==> config.mk <==
export PLATFORM = sky130hd
export DESIGN_NAME = lfr_fault_report
export DESIGN_NICKNAME = d
export VERILOG_FILES = /design/src/hw/lfr_pkg.sv /design/src/hw/lfr_interval.sv /design/src/hw/lfr_fault_report.sv
export SDC_FILE = /design/constraint.sdc
export NUM_CORES = 1
export LEC_CHECK = 0
export BUFFER_PORTS_ARGS = -buffer_cell sky130_fd_sc_hd__buf_2
export CORE_MARGIN = 2
export CORE_UTILIZATION = 53
export DETAILED_ROUTE_END_ITERATION = 10
export PLACE_DENSITY_LB_ADDON = 0.05
export SLEW_MARGIN = 0
export SYNTH_ARGS = -nofsm -noshare
export SYNTH_HDL_FRONTEND = slang
export SYNTH_HIERARCHICAL = 1
export SYNTH_SLANG_ARGS = --single-unit
export TNS_END_PERCENT = 50
==> constraint.sdc <==
create_clock -name clk -period 2.9 [get_ports clk]
set_input_delay 0.435 -clock clk [delete_from_list [all_inputs] [get_ports clk]]
set_output_delay 0.435 -clock clk [all_outputs]
set_load 0.02 [all_outputs]
==> src/hw/lfr_pkg.sv <==
package lfr_pkg;

    // Time base
    localparam int unsigned CLK_HZ        = 50_000_000;
    localparam int unsigned HZ_PER_MHZ    = 1_000_000;
    localparam int unsigned CLK_MHZ       = CLK_HZ / HZ_PER_MHZ;
    localparam int unsigned US_PER_MS     = 1000;

    localparam int unsigned NUM_CH        = 4;
    localparam int unsigned CNT_W         = 25;
    typedef logic [CNT_W-1:0] lfr_cnt_t;

    // Deglitch interval, typical
    localparam int unsigned DEGLITCH_US   = 40;
    localparam int unsigned DEGLITCH_CYC  = DEGLITCH_US * CLK_MHZ;

    // Report delay: grounded select pin gives the minimum
    localparam int unsigned MIN_DELAY_US  = 40;
    localparam int unsigned MIN_DELAY_CYC = MIN_DELAY_US * CLK_MHZ;

    // Resistor settings, and the open pin
    localparam int unsigned RES_5K_OHM    = 5_000;
    localparam int unsigned RES_20K_OHM   = 20_000;
    localparam int unsigned RES_250K_OHM  = 250_000;
    localparam int unsigned RES_MIN_OHM   = RES_5K_OHM;
    localparam int unsigned FLOAT_DELAY_MS = 340;

    // Delay in ms = 3.3 * R * 1e-4 + 3, kept in microseconds as 33/100 * R + 3000
    localparam int unsigned DLY_SLOPE_NUM = 33;
    localparam int unsigned DLY_SLOPE_DEN = 100;
    localparam int unsigned DLY_OFFSET_MS = 3;

    function automatic int unsigned res_delay_cyc(input int unsigned res_ohm);
        int unsigned us;
        us = (res_ohm * DLY_SLOPE_NUM) / DLY_SLOPE_DEN + DLY_OFFSET_MS * US_PER_MS;
        return us * CLK_MHZ;
    endfunction

    localparam int unsigned DLY_5K_CYC    = res_delay_cyc(RES_5K_OHM);
    localparam int unsigned DLY_20K_CYC   = res_delay_cyc(RES_20K_OHM);
    localparam int unsigned DLY_250K_CYC  = res_delay_cyc(RES_250K_OHM);
    localparam int unsigned DLY_FLOAT_CYC = FLOAT_DELAY_MS * US_PER_MS * CLK_MHZ;

    // Decoded state of the delay-select pin
    typedef enum logic [2:0] {
        LFR_DSEL_GND   = 3'h0,
        LFR_DSEL_5K    = 3'h1,
        LFR_DSEL_20K   = 3'h2,
        LFR_DSEL_250K  = 3'h3,
        LFR_DSEL_FLOAT = 3'h4
    } lfr_dsel_t;

    // Gray sequence idle -> deglitch -> fault -> release -> idle
    typedef enum logic [1:0] {
        LFR_IDLE    = 2'h0,
        LFR_DEGLIT  = 2'h1,
        LFR_FAULT   = 2'h3,
        LFR_RELEASE = 2'h2
    } lfr_state_t;

    // Raw detector flags
    typedef struct packed {
        logic [NUM_CH-1:0] string_open;
        logic [NUM_CH-1:0] short_gnd;
        logic [NUM_CH-1:0] current_set_pin_short;
        logic [NUM_CH-1:0] current_set_pin_open;
        logic [NUM_CH-1:0] out_float_or_gnd;
        logic              over_temp;
    } lfr_detect_t;

    // Variant straps, static in use
    typedef struct packed {
        logic report_gated;
        logic current_set_pin_open_check;
        logic line_is_input;
        logic all_off_on_fault;
    } lfr_strap_t;

    // Latched fault causes
    typedef struct packed {
        logic [NUM_CH-1:0] string_open;
        logic [NUM_CH-1:0] short_gnd;
        logic [NUM_CH-1:0] current_set_pin_short;
        logic [NUM_CH-1:0] current_set_pin_open;
        logic              over_temp;
    } lfr_cause_t;

    localparam lfr_cause_t CAUSE_NONE = '0;
    localparam logic LINE_LOW  = 1'b0;
    localparam logic LINE_HIGH = 1'b1;

endpackage

==> src/hw/lfr_interval.sv <==
module lfr_interval (
    input  wire logic            clk,
    input  wire logic            rst,
    input  wire logic            clk_en,
    input  wire logic            run,
    input  wire lfr_pkg::lfr_cnt_t term,
    output logic                 done
);
    import lfr_pkg::*;

    lfr_cnt_t cnt_q;
    lfr_cnt_t cnt_d;

    // Saturates at the terminal count so done stays high while run holds
    always_comb begin
        cnt_d = '0;
        if (run) begin
            if (cnt_q != term) begin
                cnt_d = cnt_q + lfr_cnt_t'(1);
            end else begin
                cnt_d = cnt_q;
            end
        end
    end

    assign done = run && (cnt_q == term);

    always_ff @(posedge clk) begin
        if (rst) begin
            cnt_q <= '0;
        end else if (clk_en) begin
            cnt_q <= cnt_d;
        end
    end

endmodule

==> src/hw/lfr_fault_report.sv <==
// Contract
// - Fault line is active low, idles released high, may stay unconnected.
// - Enabled detection with any detector fault drives the fault line low.
// - Gated variants keep detection and actions running, drive low only when enabled.
// - Current-set open counts only when its output floats or is grounded.
// - Supply falling low clears all fault reporting state.
// - Detected fault is held off the line for the report delay.
// - Delay follows select pin: gnd 40us, 5k 4.65ms, 20k 9.60ms, 250k 85.5ms, open 340ms.
// - Resistor delay in ms equals 3.3 times R times 1e-4 plus 3.
// - Grounded select gives 40 us minimum; other settings use at least 5 kohm.
// - Input-capable variants switch all channels off while line is pulled low.
// - Wired lines: one device's fault pulls line low, all devices turn off.
// - Fault acted on only after persisting longer than the 40 us deglitch.
// - Fault absent for deglitch interval restores operation and releases the line.
module lfr_fault_report #(
    parameter int unsigned DLY_5K_CYC    = lfr_pkg::DLY_5K_CYC,
    parameter int unsigned DLY_20K_CYC   = lfr_pkg::DLY_20K_CYC,
    parameter int unsigned DLY_250K_CYC  = lfr_pkg::DLY_250K_CYC,
    parameter int unsigned DLY_FLOAT_CYC = lfr_pkg::DLY_FLOAT_CYC
) (
    input  wire logic                       clk,
    input  wire logic                       rst,
    input  wire logic                       clk_en,
    input  wire logic                       supply_low,
    input  wire logic                       report_enable,
    input  wire lfr_pkg::lfr_strap_t        strap,
    input  wire lfr_pkg::lfr_detect_t       detect,
    input  wire lfr_pkg::lfr_dsel_t         report_delay_select,
    input  wire logic                       fault_line_n_i,
    output logic                            fault_line_n_o,
    output logic                            fault_line_n_oe,
    output logic                            fault_active,
    output logic                            fault_reported,
    output logic                            all_off,
    output logic [lfr_pkg::NUM_CH-1:0]      channel_off,
    output lfr_pkg::lfr_cause_t             fault_cause
);
    import lfr_pkg::*;

    // Supply drop acts like a reset of the whole reporting path
    logic clr;
    assign clr = rst || supply_low;

    // Qualified detector view
    lfr_cause_t        raw_cause;
    logic              raw_fault;
    logic [NUM_CH-1:0] current_set_pin_open_mask;

    always_comb begin
        current_set_pin_open_mask = '0;
        if (strap.current_set_pin_open_check) begin
            // Output floating or grounded marks the channel unused
            current_set_pin_open_mask = detect.current_set_pin_open & detect.out_float_or_gnd;
        end
        raw_cause.string_open = detect.string_open;
        raw_cause.short_gnd   = detect.short_gnd;
        raw_cause.current_set_pin_short  = detect.current_set_pin_short;
        raw_cause.current_set_pin_open   = current_set_pin_open_mask;
        raw_cause.over_temp   = detect.over_temp;
        raw_fault             = |raw_cause;
    end

    // Report delay terminal from the select pin
    lfr_cnt_t rep_term;

    always_comb begin
        case (report_delay_select)
            LFR_DSEL_GND:   rep_term = lfr_cnt_t'(MIN_DELAY_CYC - 1);
            LFR_DSEL_5K:    rep_term = lfr_cnt_t'(DLY_5K_CYC - 1);
            LFR_DSEL_20K:   rep_term = lfr_cnt_t'(DLY_20K_CYC - 1);
            LFR_DSEL_250K:  rep_term = lfr_cnt_t'(DLY_250K_CYC - 1);
            LFR_DSEL_FLOAT: rep_term = lfr_cnt_t'(DLY_FLOAT_CYC - 1);
            // Unlisted codes fall back to the longest, safest delay
            default:        rep_term = lfr_cnt_t'(DLY_FLOAT_CYC - 1);
        endcase
    end

    // Fault state machine
    lfr_state_t state_q;
    lfr_state_t state_d;
    logic       deg_run;
    logic       deg_done;
    lfr_cnt_t   deg_term;
    logic       rep_run;
    logic       rep_done;

    always_comb begin
        deg_run  = 1'b0;
        deg_term = lfr_cnt_t'(DEGLITCH_CYC);
        case (state_q)
            LFR_DEGLIT: begin
                // One extra cycle makes the persistence strictly longer
                deg_run  = raw_fault;
                deg_term = lfr_cnt_t'(DEGLITCH_CYC);
            end
            LFR_RELEASE: begin
                deg_run  = !raw_fault;
                deg_term = lfr_cnt_t'(DEGLITCH_CYC - 1);
            end
            default: begin
                deg_run  = 1'b0;
                deg_term = lfr_cnt_t'(DEGLITCH_CYC);
            end
        endcase
    end

    assign rep_run = (state_q == LFR_FAULT) || (state_q == LFR_RELEASE);

    lfr_interval u_deglitch (
        .clk    (clk),
        .rst    (clr),
        .clk_en (clk_en),
        .run    (deg_run),
        .term   (deg_term),
        .done   (deg_done)
    );

    lfr_interval u_report (
        .clk    (clk),
        .rst    (clr),
        .clk_en (clk_en),
        .run    (rep_run),
        .term   (rep_term),
        .done   (rep_done)
    );

    always_comb begin
        state_d = state_q;
        case (state_q)
            LFR_IDLE: begin
                if (raw_fault) begin
                    state_d = LFR_DEGLIT;
                end
            end
            LFR_DEGLIT: begin
                if (!raw_fault) begin
                    state_d = LFR_IDLE;
                end else if (deg_done) begin
                    state_d = LFR_FAULT;
                end
            end
            LFR_FAULT: begin
                if (!raw_fault) begin
                    state_d = LFR_RELEASE;
                end
            end
            LFR_RELEASE: begin
                if (raw_fault) begin
                    state_d = LFR_FAULT;
                end else if (deg_done) begin
                    state_d = LFR_IDLE;
                end
            end
            default: begin
                state_d = LFR_IDLE;
            end
        endcase
    end

    always_ff @(posedge clk) begin
        if (clr) begin
            state_q <= LFR_IDLE;
        end else if (clk_en) begin
            state_q <= state_d;
        end
    end

    // Outputs and cause latch
    logic       confirmed;
    logic       ext_pull;
    logic       drive_low;
    lfr_cause_t cause_q;
    lfr_cause_t cause_d;
    logic       active_q;
    logic       active_d;
    logic       reported_q;
    logic       reported_d;
    logic       all_off_q;
    logic       all_off_d;
    logic [NUM_CH-1:0] ch_off_q;
    logic [NUM_CH-1:0] ch_off_d;
    logic       line_o_q;
    logic       line_o_d;
    logic       line_oe_q;
    logic       line_oe_d;

    assign confirmed = (state_d == LFR_FAULT) || (state_d == LFR_RELEASE);
    // Line read includes our own drive, so a reporting device shuts itself too
    assign ext_pull  = strap.line_is_input && (fault_line_n_i == LINE_LOW);

    always_comb begin
        cause_d = cause_q;
        if (!confirmed) begin
            cause_d = CAUSE_NONE;
        end else if (state_q == LFR_DEGLIT || state_q == LFR_FAULT) begin
            cause_d = cause_q | raw_cause;
        end

        // Detection and protective action never wait for the enable
        active_d  = confirmed;
        all_off_d = (confirmed && (strap.all_off_on_fault || cause_d.over_temp)) || ext_pull;
        for (int i = 0; i < NUM_CH; i++) begin
            ch_off_d[i] = all_off_d || (confirmed && cause_d.current_set_pin_short[i]);
        end

        // Delay elapsed while fault still confirmed
        reported_d = rep_done && confirmed;
        drive_low  = reported_d && (!strap.report_gated || report_enable);
        // Open drain: released high by the external pull-up when not driving
        line_oe_d  = drive_low;
        line_o_d   = drive_low ? LINE_LOW : LINE_HIGH;
    end

    always_ff @(posedge clk) begin
        if (clr) begin
            cause_q    <= CAUSE_NONE;
            active_q   <= 1'b0;
            reported_q <= 1'b0;
            all_off_q  <= 1'b0;
            ch_off_q   <= '0;
            line_o_q   <= LINE_HIGH;
            line_oe_q  <= 1'b0;
        end else if (clk_en) begin
            cause_q    <= cause_d;
            active_q   <= active_d;
            reported_q <= reported_d;
            all_off_q  <= all_off_d;
            ch_off_q   <= ch_off_d;
            line_o_q   <= line_o_d;
            line_oe_q  <= line_oe_d;
        end
    end

    assign fault_line_n_o  = line_o_q;
    assign fault_line_n_oe = line_oe_q;
    assign fault_active    = active_q;
    assign fault_reported  = reported_q;
    assign all_off         = all_off_q;
    assign channel_off     = ch_off_q;
    assign fault_cause     = cause_q;

endmodule

== After elaboration in Yosys (flattened, before gate mapping) ==
Cells that the tools add are included.
Storage, ports and cells
  register bits: 78
  output and inout port bits: 26
  word-level logic and storage cells: 81
Operators by class
  $add $sub $neg: 2
  equal/unequal tests: 15
  mux-type cells: 18
  bitwise operators: 3
  reductions and logical operators: 29
Operators with widths (count)
  $mux W25: 4
  $pmux W25 S4: 1
  $add A25 B1 Y25 const B: 2
  $mux W17: 2
  $eq A25 B11 Y1: 1
  $eq A25 B25 Y1: 1
  $ne A25 B11 Y1: 1
  $ne A25 B25 Y1: 1
  $or A17 B17 Y17: 1
  $reduce_or A17 Y1: 1
  $mux W2: 6
  $logic_or A1 B1 Y1: 11
  $logic_and A1 B1 Y1: 10
  $eq A2 B2 Y1 const B: 4
  $pmux W2 S4: 1
  $eq A3 B2 Y1 const B: 2
  $reduce_and A2 Y1: 3
  $mux W5: 1
  $and A4 B4 Y4: 1
  $mux W4: 1
  $ne A2 B2 Y1 const B: 2
  $eq A3 B1 Y1 const B: 1
  $logic_not A3 Y1: 1
  $eq A2 B1 Y1 const B: 1
  6 further kinds: 7

== Depth between registers and ports, before layout ==
  word-level depth: 16
  mapped depth: 14
  depth with buffers taken out: 11

== Hierarchy ==
Netlist, hierarchy kept.
By module, submodules not included
  lfr_interval: times used 2, cells each 234, area each 1831.8 µm², seq. area each 500.5 µm²
  lfr_fault_report: times used 1, cells each 146, area each 1247.4 µm², seq. area each 540.5 µm²

== Worst setup path before layout ==
Ideal clock, no wire load.
  path type: register to register
  start: register state_q[1]
  end: register cause_q (netlist bit fault_cause[13])
  library setup time: 117 ps
  data arrival time: 2680 ps
  required time: 2783 ps
  path slack: 103 ps
  cell stages (with the launch flop): 13
  buffers on the path: 2
  cells stage by stage: dfxtp_1 -> clkbuf_1 -> nand2b_1 -> inv_1 -> xnor2_1 -> nand4_1 -> nor4_2 -> and3_1 -> nor2b_1 -> nand2b_1 -> a31oi_4 -> buf_6 -> a22o_1
On the way
  cells in the longest elaborated chain, start to end: 11
Ends and longest elaborated chain
  start: declaration: line lfr_fault_report.sv:79  | lfr_state_t state_q;
  start signal: assignment: line lfr_fault_report.sv:164  | state_q <= state_d;
  $eq A2 B2 Y1 *: line lfr_fault_report.sv:90  | case (state_q)
  $mux W5 *: line lfr_fault_report.sv:90
  via deg_term[4]: line lfr_fault_report.sv:83  | lfr_cnt_t deg_term;
  $eq A25 B11 Y1 *: line lfr_interval.sv:26  | assign done = run && (cnt_q == term);
  $logic_and A1 B1 Y1 *: line lfr_interval.sv:26
  via deg_done: line lfr_fault_report.sv:82  | logic deg_done;
  $mux W2 (on tied branches): line lfr_fault_report.sv:150, lfr_fault_report.sv:138
  $mux W2 (on tied branches): line lfr_fault_report.sv:148, lfr_fault_report.sv:136
  $pmux W2 S4 *: line lfr_fault_report.sv:129  | case (state_q)
  $eq A2 B2 Y1: line lfr_fault_report.sv:187  | assign confirmed = (state_d == LFR_FAULT) || (state_d == LFR_RELEASE);
  $logic_or A1 B1 Y1 *: line lfr_fault_report.sv:187
  $ne A2 B1 Y1 (no source line)
  $reduce_and A2 Y1 (no source line)
  end signal: assignment: line lfr_fault_report.sv:224  | cause_q <= cause_d;
  end: declaration: line lfr_fault_report.sv:172  | lfr_cause_t cause_q;
Mark *: on every way through the listed nets, which the timed path passes. The rest lies on a longest branch.
A chain may end at the register's enable or synchronous reset.

== Worst setup path in the final report ==
  start: register state_q[0]
  end: register cause_q (netlist bit fault_cause[11])
The elaborated chain is that of the path after synthesis.

==> results.py <==
metrics = {
    "critical_path": {
        "cp-end-kind": "flip-flop",
        "cp_data_required_time_ns": 3.14,
        "crit_arrival_ns": 2.90,
        "cp_max_fo": 15,
        "r2r_slack_ns": 0.24,
        "startpoint_type": "flip-flop",
        "crit_start": "state_q[0]$_SDFFE_PP0P_",
        "r2r-start": "state_q[0]$_SDFFE_PP0P_",
        "path_class": "reg -> reg",
    },
    "floorplanning": {
        "initial_core_util": 0.539,
        "num_rows": 35,
        "core_mm2": 0.00911,
        "fp.dieH_um": 100,
        "pin_count": 60,
        "die_w_um": 100,
        "die_area_mm2": 0.0101,
    },
    "synth": {
        "synth_async_sr_flop_share": 0,
        "synthCells": 614,
        "ys.flop_type": "dfxtp_1",
        "syn_area_per_cell_um2": 8.00,
        "yosysSeqAreaShare": 0.314,
        "synth_edf_count": 0,
        "syn-cell-area_mm2": 0.00491,
        "ys_ff_latch": 77,
        "synth_cell_types": 53,
        "yosysTopAreaCellShare": 0.314,
        "yosys_warnings": 6,
        "yosys-top-cells-area": "dfxtp_1 31%, xnor2_1 8.9%, nand2_1 5.0%",
        "synth_top_cell_by_area": "dfxtp_1",
    },
    "timing": {
        "period_minus_slack_ns": 2.66,
        "setup_viol": 0,
        "max_slew_margin": 0.433,
        "worst_slew_pin_slew_ns": 0.847,
        "whs_ns": 0.307,
        "fmax_ghz": 0.376,
        "fin_ws_ns": 0.238,
        "fin_crit_sh": 0.918,
        "rsz0062_at_grt": "false",
        "hold_violations": 0,
        "finClkSkew_ns": 0.0108,
        "tns_ns": 0,
        "slew_violations": 0,
    },
    "routing": {
        "drt_wl_total_um": 13000,
        "drtPass1Iterations": 5,
        "route.detailed.drc": 0,
        "dr.first_iter.drc_count": 315,
        "wl_per_cell_um": 16.2,
        "antenna_left": 0,
        "dr_total_vias": 4806,
        "viasPerCell": 5.99,
    },
    "layout": {
        "utilization": 0.609,
        "seqCellArea_mm2": 0.00154,
        "fillers": 841,
        "post_route_cells_drive_above_1_share": 0.156,
        "multi_input_area_mm2": 0.00314,
        "final_common_cell": "dfxtp_1",
        "layout_common_cells": "77 x dfxtp_1, 65 x nand2_1, 59 x buf_2",
        "syn2layout_area_growth_pct": 13.0,
        "nets": 722,
        "stdcell_count": 802,
        "diodes": 0,
        "fin_area_mm2": 0.00555,
    },
    "clock_network": {
        "cts_root_buf": "clkbuf_8",
        "clock_latency_ns": 0.35,
        "cts_made_buffers": 9,
        "clock_path_buffers": 2,
        "cts_sinks": 77,
        "htree_levels": 3,
        "cts_tree": "built",
        "path_clk_slew_ns": 0.09,
    },
    "global_route": {
        "grt-ovfl-total": 0,
        "antenna_found_initial": 0,
        "grt_start_max_net_pins": 37,
        "grt_pass1_wl_um": 21700,
        "first_global_vias": 4497,
        "grtUsageTotal": 0.264,
    },
    "worst_hold_path": {
        "min_from": "detect[20]",
        "hold_path.class": "in -> reg",
    },
    "placement": {
        "dp_hpwl_um": 9280,
        "numPortBuffers": 59,
        "postPlaceCellArea_mm2": 0.00533,
        "dp_cells": 785,
        "pre_cts_ws_ns": 0.135,
        "place.gp.congestion": 0.934,
    },
    "pwr": {
        "leakage_nw": 2.13,
        "peakVddDrop_mv": 0.247,
        "total_power_mw": 2.11,
        "powerDensity_mw_per_mm2": 379,
    },
    "outcome": {
        "status": "complete, no violations",
    },
    "run": {
        "max_cap_viol_count": 0,
    },
}
## kinds of logic (layout without fill, tap and decap cells)
group | Yosys count | in the layout | share of synthesized area
DFF | 77 | 77 | 0.314
xor gates and xnor gates | 50 | 50 | 0.0892
muxes | 4 | 4 | 0.00815
buffers and inverters | 60 | 113 | 0.0670
adders and majority gates | 2 | 2 | 0.00509
AOI/OAI and AO/OA | 147 | 147 | 0.218
other | 2 | 26 | 0.00153
and+or+nand+nor | 272 | 272 | 0.297
## path summary, 6_finish.rpt
path         cells past startpoint                      endpoint
min reg2reg                      2  fault_line_n_oe$_SDFFE_PP0P_
max reg2reg                     11  fault_cause[11]$_SDFFE_PP0P_
max                             11  fault_cause[11]$_SDFFE_PP0P_
min                              2  fault_cause[16]$_SDFFE_PP0P_
## synth_stat cells, types with 3 or more instances
master    number
a21o_1        16
xnor2_1       50
or2_2          3
a221o_1        6
nand4_1       17
nor2_1        28
nand2_1       65
mux2i_1        4
a31oi_1       27
o22ai_1        4
or3_1         11
o31a_1         4
a21oi_1       16
o41ai_1        4
and3_1        24
or4_1         14
o211a_1        4
and4_1         4
inv_1         16
o21ai_0       19
a22o_1         8
and2_1         7
buf_2         11
nand2b_1      10
nand3_1       41
nor2b_1       16
nor4_2         3
clkbuf_1      20
nor3b_1        4
nor4_1        11
buf_6         11
dfxtp_1       77
o211ai_1      12
nor3_1        12
o311ai_0       4
## sequential cells by signal, indices dropped and copies added (netlist names)
signal            flops
all_off               1
channel_off           4
u_report/cnt_q       25
fault_line_n_o        1
fault_line_n_oe       1
fault_cause          17
state_q               2
u_deglitch/cnt_q     25
fault_reported        1
## final cells by class
cell class	count	area share
multi-input cells	501	0.565
repair buffers	81	0.0852
flip-flops and latches	77	0.278
clock inverters	6	0.0131
clock buffers	10	0.0230
inverters	16	0.0108
well taps	111	0.0250
## worst max-delay path: stages, from the launching register on
cell and delay, ns:
dfxtp_1 0.31, nand2b_1 0.16, inv_1 0.18, xnor2_1 0.15
nand4_1 0.12, nor4_2 0.46, and3_1 0.31, nor2b_1 0.18
nand2b_1 0.18, a31oi_4 0.11, buf_12 0.16, a22o_1 0.22
## what timing repair did
item	CTS	global route
gates resized for setup	0	1
hold buffers	0	0
endpoints found under the setup margin	0	6
setup buffers	0	1
## metal layers
layer  up-vias  part of all wire  GRT usage
li1       2381                 -          -
met5         -                 0          0
met3        10             0.047     0.0397
met4         0            0.0086     0.0674
met1      2284              0.49      0.377
met2       131              0.45      0.417
## report_power, final
part | switching (mW) | internal [mW] | leakage [nW]
clock network | 0.436 | 0.406 | 0.0971
registers | 0.00275 | 1.06 | 0.621
logic | 0.124 | 0.0778 | 1.41
Power figures use the tool's default switching activity.
